[src/verilog/spf_consts.svh]
// spf_consts.svh: bit positions and reset values for the shared pin selector
// assumes it is included by bare name from the package and the design file
`ifndef SPF_CONSTS_SVH
`define SPF_CONSTS_SVH
// ------------------------------------------------------------
// master pin control bit positions
// ------------------------------------------------------------
`define SPF_MPC_WIDTH 16
`define SPF_MPC_CPU_CLOCK_OUTPUT_BIT 7
`define SPF_MPC_T2CMP_BIT 8
`define SPF_MPC_CMP5_BIT 5
`define SPF_MPC_CMP6_BIT 6
// ------------------------------------------------------------
// reset values
// ------------------------------------------------------------
`define SPF_MPC_RESET 16'h0000
`define SPF_PIN_OE_RESET 1'b0
`endif

[src/verilog/spf_pkg.sv]
// spf_pkg.sv: types shared by the shared pin selector
// assumes spf_consts.svh is on the include path
`default_nettype none
`include "spf_consts.svh"
package spf_pkg;
	typedef logic [`SPF_MPC_WIDTH-1:0] spf_mpc_t;

	// one bidirectional pin as driven by the design: out, enable
	typedef struct packed {
		logic o;
		logic oe;
	} spf_pin_drv_s;

	// per-pin port data/direction bits from the general-purpose port block
	typedef struct packed {
		logic dat;
		logic dir;
	} spf_gpio_s;

	// peripheral enables that claim the five-function pin as an input
	typedef struct packed {
		logic int_two_en;
		logic conv_start_en;
		logic capture_en;
	} spf_in_en_s;
endpackage
`default_nettype wire
[src/verilog/spf_pin_select.sv]
// spf_pin_select.sv: function select for four shared device pins
// assumes pins are resolved outside from o/oe pairs; peripheral enables and
// port data/direction come from registers on mclk
// ------------------------------------------------------------
// ------------------------------------------------------------
`timescale 1ns/1ns
`default_nettype none
`include "spf_consts.svh"
module spf_pin_select
	import spf_pkg::*;
(
	input wire logic mclk,
	input wire logic rst,
	// master pin control as written by software
	input wire logic [`SPF_MPC_WIDTH-1:0] master_pin_control,
	// peripheral enable bits from the respective control registers
	input wire logic ext_int_one_control,
	input wire logic ext_int_two_control,
	input wire logic converter_control_two,
	input wire logic capture_control,
	// port data/direction bits
	input wire spf_gpio_s port_a_bit5_cfg,
	input wire spf_gpio_s port_a_bit6_cfg,
	input wire spf_gpio_s port_a_bit7_cfg,
	input wire spf_gpio_s port_b_bit0_cfg,
	// peripheral output sources
	input wire logic compare_out_five,
	input wire logic compare_out_six,
	input wire logic timer_two_compare_out,
	input wire logic cpu_clock_en,
	// raw pin levels
	input wire logic pin_a5_i,
	input wire logic pin_a6_i,
	input wire logic pin_b0_i,
	input wire logic pin_a7_i,
	// pin drivers
	output spf_pin_drv_s pin_a5_drv,
	output spf_pin_drv_s pin_a6_drv,
	output spf_pin_drv_s pin_b0_drv,
	output spf_pin_drv_s pin_a7_drv,
	// synchronised levels to the port data registers
	output logic port_a_bit5,
	output logic port_a_bit6,
	output logic port_a_bit7,
	output logic port_b_bit0,
	// inputs to the peripherals
	output logic ext_interrupt_one,
	output logic ext_interrupt_two,
	output logic conversion_start_input,
	output logic capture_one_input
);
	localparam int NPIN = 4;

	// ------------------------------------------------------------
	// input synchronisers
	// ------------------------------------------------------------
	// pin levels are asynchronous; two flops before any mux looks at them
	logic [NPIN-1:0] pin_raw;
	logic [NPIN-1:0] sync1_q;
	logic [NPIN-1:0] sync1_d;
	logic [NPIN-1:0] sync2_q;
	logic [NPIN-1:0] sync2_d;

	assign pin_raw = {pin_a7_i, pin_b0_i, pin_a6_i, pin_a5_i};

	always_comb begin
		sync1_d = pin_raw;
		sync2_d = sync1_q;
	end

	// pull-ups hold the idle level high, so reset to ones
	always_ff @(posedge mclk) begin
		if (rst) begin
			sync1_q <= '1;
			sync2_q <= '1;
		end else begin
			sync1_q <= sync1_d;
			sync2_q <= sync2_d;
		end
	end

	// ------------------------------------------------------------
	// cpu clock output
	// ------------------------------------------------------------
	// the cpu clock is represented as a toggle on each enable pulse so the
	// pad sees a registered square wave rather than a gated clock
	logic clk_out_q;
	logic clk_out_d;

	always_comb begin
		clk_out_d = clk_out_q;
		if (cpu_clock_en)
			clk_out_d = ~clk_out_q;
	end

	// the toggle runs whether or not the pin shows it, so selecting the
	// clock output never waits for a first pulse
	always_ff @(posedge mclk) begin
		if (rst)
			clk_out_q <= 1'b0;
		else
			clk_out_q <= clk_out_d;
	end

	// ------------------------------------------------------------
	// select and drive
	// ------------------------------------------------------------
	logic sel_cmp5;
	logic sel_cmp6;
	logic sel_t2;
	logic sel_clk;

	assign sel_cmp5 = master_pin_control[`SPF_MPC_CMP5_BIT];
	assign sel_cmp6 = master_pin_control[`SPF_MPC_CMP6_BIT];
	assign sel_t2 = master_pin_control[`SPF_MPC_T2CMP_BIT];
	assign sel_clk = master_pin_control[`SPF_MPC_CPU_CLOCK_OUTPUT_BIT];

	spf_pin_drv_s a5_d;
	spf_pin_drv_s a6_d;
	spf_pin_drv_s b0_d;
	spf_pin_drv_s a7_d;
	spf_pin_drv_s a5_q;
	spf_pin_drv_s a6_q;
	spf_pin_drv_s b0_q;
	spf_pin_drv_s a7_q;

	always_comb begin
		// port bits: input unless direction bit asks for an output
		a5_d.o = port_a_bit5_cfg.dat;
		a5_d.oe = port_a_bit5_cfg.dir;
		a6_d.o = port_a_bit6_cfg.dat;
		a6_d.oe = port_a_bit6_cfg.dir;
		b0_d.o = port_b_bit0_cfg.dat;
		b0_d.oe = port_b_bit0_cfg.dir;
		a7_d.o = port_a_bit7_cfg.dat;
		a7_d.oe = port_a_bit7_cfg.dir;
		if (sel_cmp5) begin
			a5_d.o = compare_out_five;
			a5_d.oe = 1'b1;
		end
		if (sel_cmp6) begin
			a6_d.o = compare_out_six;
			a6_d.oe = 1'b1;
		end
		if (sel_t2) begin
			b0_d.o = timer_two_compare_out;
			b0_d.oe = 1'b1;
		end
		if (sel_clk) begin
			a7_d.o = clk_out_d;
			a7_d.oe = 1'b1;
		end
	end

	// master control resets to zero upstream, so the timer pin comes up as
	// interrupt/port input; the driver flops also clear here
	always_ff @(posedge mclk) begin
		if (rst) begin
			a5_q <= '{o: 1'b0, oe: `SPF_PIN_OE_RESET};
			a6_q <= '{o: 1'b0, oe: `SPF_PIN_OE_RESET};
			b0_q <= '{o: 1'b0, oe: `SPF_PIN_OE_RESET};
			a7_q <= '{o: 1'b0, oe: `SPF_PIN_OE_RESET};
		end else begin
			a5_q <= a5_d;
			a6_q <= a6_d;
			b0_q <= b0_d;
			a7_q <= a7_d;
		end
	end

	assign pin_a5_drv = a5_q;
	assign pin_a6_drv = a6_q;
	assign pin_b0_drv = b0_q;
	assign pin_a7_drv = a7_q;

	// ------------------------------------------------------------
	// input routing to port and peripherals
	// ------------------------------------------------------------
	// peripheral inputs idle high when not enabled, matching the pull-up,
	// so no spurious edge reaches an edge-sensitive peripheral
	logic [7:0] in_d;
	logic [7:0] in_q;
	logic a7_seen;

	always_comb begin
		// clock output masks the pin from the three input peripherals
		a7_seen = sel_clk ? 1'b1 : sync2_q[3];
		in_d[0] = sync2_q[0];
		in_d[1] = sync2_q[1];
		in_d[2] = sync2_q[3];
		in_d[3] = sync2_q[2];
		// interrupt one ignores the timer compare select entirely
		in_d[4] = ext_int_one_control ? sync2_q[2] : 1'b1;
		// each function gated by its own peripheral enable and masked by sel_clk; no arbiter
		in_d[5] = ext_int_two_control ? a7_seen : 1'b1;
		in_d[6] = converter_control_two ? a7_seen : 1'b1;
		in_d[7] = capture_control ? a7_seen : 1'b1;
	end

	always_ff @(posedge mclk) begin
		if (rst)
			in_q <= 8'hff;
		else
			in_q <= in_d;
	end

	assign port_a_bit5 = in_q[0];
	assign port_a_bit6 = in_q[1];
	assign port_a_bit7 = in_q[2];
	assign port_b_bit0 = in_q[3];
	assign ext_interrupt_one = in_q[4];
	assign ext_interrupt_two = in_q[5];
	assign conversion_start_input = in_q[6];
	assign capture_one_input = in_q[7];
endmodule
`default_nettype wire

[config.mk]
export PLATFORM = sky130hd
export DESIGN_NAME = spf_pin_select
export DESIGN_NICKNAME = d
export VERILOG_FILES = /design/src/verilog/spf_pkg.sv /design/src/verilog/spf_pin_select.sv
export VERILOG_INCLUDE_DIRS = /design/src /design/src/verilog
export SDC_FILE = /design/constraint.sdc
export NUM_CORES = 1
export LEC_CHECK = 0
export CORE_ASPECT_RATIO = 1.4
export CORE_UTILIZATION = 31
export CTS_BUF_LIST = sky130_fd_sc_hd__clkbuf_4 sky130_fd_sc_hd__clkbuf_8
export CTS_CLUSTER_DIAMETER = 120
export DETAILED_ROUTE_END_ITERATION = 8
export DONT_BUFFER_PORTS = 1
export PLACE_DENSITY = 0.5
export REMOVE_ABC_BUFFERS = 1
export SYNTH_ARGS = -nofsm -noshare
export SYNTH_HDL_FRONTEND = slang
export SYNTH_SLANG_ARGS = --single-unit
[constraint.sdc]
create_clock -name mclk -period 0.8 [get_ports mclk]
set_input_delay 0.16 -clock mclk [delete_from_list [all_inputs] [get_ports mclk]]
set_output_delay 0.16 -clock mclk [all_outputs]
set_load 0.1 [all_outputs]
* Word level (Yosys, flattened, before mapping)
Index checks and enable logic that the tools add are counted.
Cells by class: multiplexer cells 6, bitwise operators 5, reduce and logical (&&, ||, !) cells 4
Operator list (count):
- $mux 2 | 4
- $reduce_or 2->1 | 4
- $not 1->1 | 5
- $mux 1 | 2
Storage, ports and cells: register bits 25, input port bits 38, output and inout bits 16, logic and storage cells 31

* Depth between registers and ports, before layout
depth after elaboration 3, depth in mapped cells 3, depth with buffers taken out 2

* Least setup slack after synthesis
OpenSTA, ideal clock, no wires.
kind register to output, from reg in_q[7], to out capture_one_input, data arrival time 0.909 ns, required time 0.640 ns, setup slack -0.269 ns, cell stages (with the launch flop) 1, cell sequence dfxtp_1
RTL lines:
- from (decl) | line spf_pin_select.sv:182 | logic [7:0] in_q;
- from (signal assigned) | line spf_pin_select.sv:204 | in_q <= in_d;
- to (decl) | line spf_pin_select.sv:50 | output logic capture_one_input
No word-level cell between the ends.

* Worst setup path in the final report
from reg b0_q (netlist bit pin_b0_drv[0]), to out pin_b0_drv[0] (netlist name)
RTL lines:
- from (decl) | line spf_pin_select.sv:124 | spf_pin_drv_s b0_q;
- from (signal assigned) | line spf_pin_select.sv:161 | b0_q <= '{o: 1'b0, oe: `SPF_PIN_OE_RESET};
- to (decl) | line spf_pin_select.sv:39 | output spf_pin_drv_s pin_b0_drv,
No word-level cell between the ends.

==> flow_summary_export.csv <==
group,metric,value,unit
outcome,status,"finished, violations left",
outcome,violations,"negative hold slack, negative setup slack",
timing,fin_crit,1.01,ns
global_route,overflow,0,
finish,multiInputGateArea,206,µm²
drt,dr.pass1.iters,2,
cts,post_cts_buffers,0,
run,cap_violations,0,
drt,detail-route-antenna-nets,0,
logic_synthesis,synth_edf_count,0,
setup_path,path_cells,"buf_12",
setup_path,worstSetupStartpointType,"register",
timing,drv_slew,0,
logic_synthesis,yosysTopAreaCell,"dfxtp_1",
logic_synthesis,yosys-top-cells-area,"dfxtp_1 69%, or2_1 9.5%, nor2_1 6.7%, mux2i_1 4.1%, buf_6 3.1%",
placement,io_buffers,0,
drt,vias,519,
cts,clk_pin_slew_worst_paths,0.13,ns
placement,place_ws,0.0503,ns
global_route,gr-usage-all-layers,11.3,%
global_route,grt_start_max_net_pins,23,
drt,route.met2.wl,724,µm
global_route,grt_pass1_vias,542,
logic_synthesis,synth-seq-cells,25,
worst_hold_path,min_path_type,"in2reg",
finish,fillers,198,
timing,fin_crit_sh,126,%
drt,drt_iter0_drc,6,
logic_synthesis,synth_common_cells,"25 x dfxtp_1, 13 x nor2_1, 11 x or2_1",
setup_path,slowest_stage,"dfxtp_2",
setup_path,cp_top_family,"flip-flops",
timing,worst_slack,-0.210,ns
logic_synthesis,synth_cells,63,
global_route,grt_pass1_wl,2040,µm
cts,cts.sinks,25,
timing,tns,-3.37,ns
pwr,leakagePower,0.524,nW
placement,gp_congestion,0.606,
logic_synthesis,ys_types,11,
finish,synthToLayoutAreaGrowth,74.2,%
logic_synthesis,ys.flop_type,"dfxtp_1",
setup_path,crit_arrival,0.85,ns
setup_path,cp_max_fo,1,
timing,holdWs,-0.116,ns
timing,slew_headroom,85.0,%
pwr,ir_drop,1.26,mV
cts,cts_tree,"done",
finish,finalNonFillerCells,119,
floorplan,chipHeight,59.3,µm
floorplan,core-area,2200,µm²
floorplan,core.rowCount,20,
timing,rsz0062_at_grt,"yes",
setup_path,cpPeakStageDelay,0.37,ns
floorplan,start_util,33.0,%
drt,viasPerCell,4.36,
drt,highest_layer,"met4",
drt,wl,1250,µm
finish,drive_above_1_share,40.2,%
logic_synthesis,syn_area_per_cell,11.5,µm²
drt,wl_met1,439,µm
logic_synthesis,yosysWarnings,0,
setup_path,cp-end-kind,"output pin",
setup_path,path_buf_inv,1,
floorplan,dieArea,2550,µm²
timing,finalClockSkew,0.00562,ns
cts,htree_levels,1,
pwr,power.density,1920,nW/µm²
logic_synthesis,yosys.cell_count.top_type,"dfxtp_1",
cts,cts_max_path_buffers,2,
drt,met3_wirelength,65,µm
cts,root_buffer,"clkbuf_4",
timing,tightest_slew,0.224,ns
drt,drcViolationCount,0,
cts,clk_latency,0.31,ns
finish,seq_area,520,µm²
logic_synthesis,yosysSeqAreaShare,68.8,%
timing,fmax,0.990,GHz
cts,numCtsBuffers,3,
placement,post-dp-hpwl,870,µm
floorplan,chipWidth,42.9,µm
finish,fin_nets,136,
floorplan,ios,54,
setup_path,cp_data_required_time,0.64,ns
global_route,grt_antenna_before_repair,0,
logic_synthesis,netlist_area,727,µm²
setup_path,criticalPathCategory,"reg2out",
logic_synthesis,synth_top_cell_area_share,68.8,%
timing,hold_viol_final,18,
timing,setup_viol,19,
logic_synthesis,synth_async_sr_flop_share,0,%
drt,avgRoutedWirePerCell,10.5,µm
finish,antenna_cells,0,
setup_path,regToRegSetupSlack,0.06,ns
placement,dp_cells,99,
==> logic make-up (layout without fill, tap and decap cells) <==
group           Yosys count  in the layout  synth area share, %
xor+xnor                  1              1                 1.21
buf+inv                   3             37                 3.61
compound gates            1              1                 1.72
simple gates             30             30                 20.5
mux                       3              3                 4.13
flops                    25             25                 68.8
==> report_power, final <==
| part | switching (mW) | total (mW) | internal (mW) | leakage [nW] |
|---|---|---|---|---|
| Sequential | 0.0359 | 1.35 | 1.31 | 0.205 |
| Clock | 0.355 | 0.542 | 0.187 | 0.0177 |
| Combinational | 0.309 | 0.536 | 0.227 | 0.301 |
| Total | 0.700 | 2.43 | 1.73 | 0.524 |
==> metal layers <==
layer	vias to the layer above	track usage, %
met5	-	0
met4	0	9.38
met3	2	2.13
met2	24	20.1
met1	231	11.0
li1	262	-
==> final timing paths <==
check	startpoint	to	depth (start not counted)
hold / removal	rst	pin_a7_drv[1]$_SDFF_PP0_	1
hold reg to reg	sync2_q[0]$_SDFF_PP1_	in_q[0]$_SDFF_PP1_	1
setup reg to reg	clk_out_q$_SDFF_PP0_	pin_a7_drv[1]$_SDFF_PP0_	2
setup / recovery	pin_b0_drv[0]$_SDFF_PP0_	pin_b0_drv[0]	1
==> layout make-up <==
type                    count  share of cell area, %
clock buffers               3                   1.78
clock inverters             1                  0.395
repair buffers             32                   37.9
multi-input cells          35                   16.3
inverters                   1                  0.296
flip-flops and latches     25                   41.1
well taps                  22                   2.17
==> per-stage QoR <==
step	cell area, µm²	util, %	total power [mW]	hold slack [ns]
2_1_floorplan	704	-	1.66	0.222
6_report	1270	57.5	2.43	-0.116
3_5_place_dp	1050	47.8	1.84	0.230
5_1_grt	1270	57.5	2.54	-0.140
3_3_place_gp	1050	47.8	1.83	0.223
4_1_cts	1250	56.8	2.45	-0.127
==> sequential cells by signal, summed over array words and instances, names as in the netlist <==
name and flops:
in_q 8, sync1_q 4, sync2_q 4, pin_a5_drv 2, pin_a6_drv 2, pin_a7_drv 2
pin_b0_drv 2, clk_out_q 1
==> cell usage in the layout, fill, tap and decap left out <==
| cell type | netlist | routed |
|---|---|---|
| dlygate4sd3_1 | 0 | 16 |
| dfxtp_2 | 0 | 16 |
| buf_12 | 0 | 16 |
| nor2_1 | 13 | 13 |
| or2_1 | 11 | 11 |
| dfxtp_1 | 25 | 9 |
| nand2_1 | 4 | 4 |
| mux2i_1 | 3 | 3 |
| clkbuf_4 | 0 | 3 |
| xnor2_1 | 1 | 1 |
| a211oi_2 | 1 | 1 |
| nor2_2 | 1 | 1 |
| inv_1 | 1 | 1 |
| nor3_4 | 0 | 1 |
| clkinv_2 | 0 | 1 |
==> what timing repair did <==
item                       CTS  global route
resized for setup           16             1
setup endpoints to repair   16            19
hold buffers                15             1
cloned                       0             0
hold endpoints to repair    25            18
Note: power is estimated with default switching activity, not from simulation.
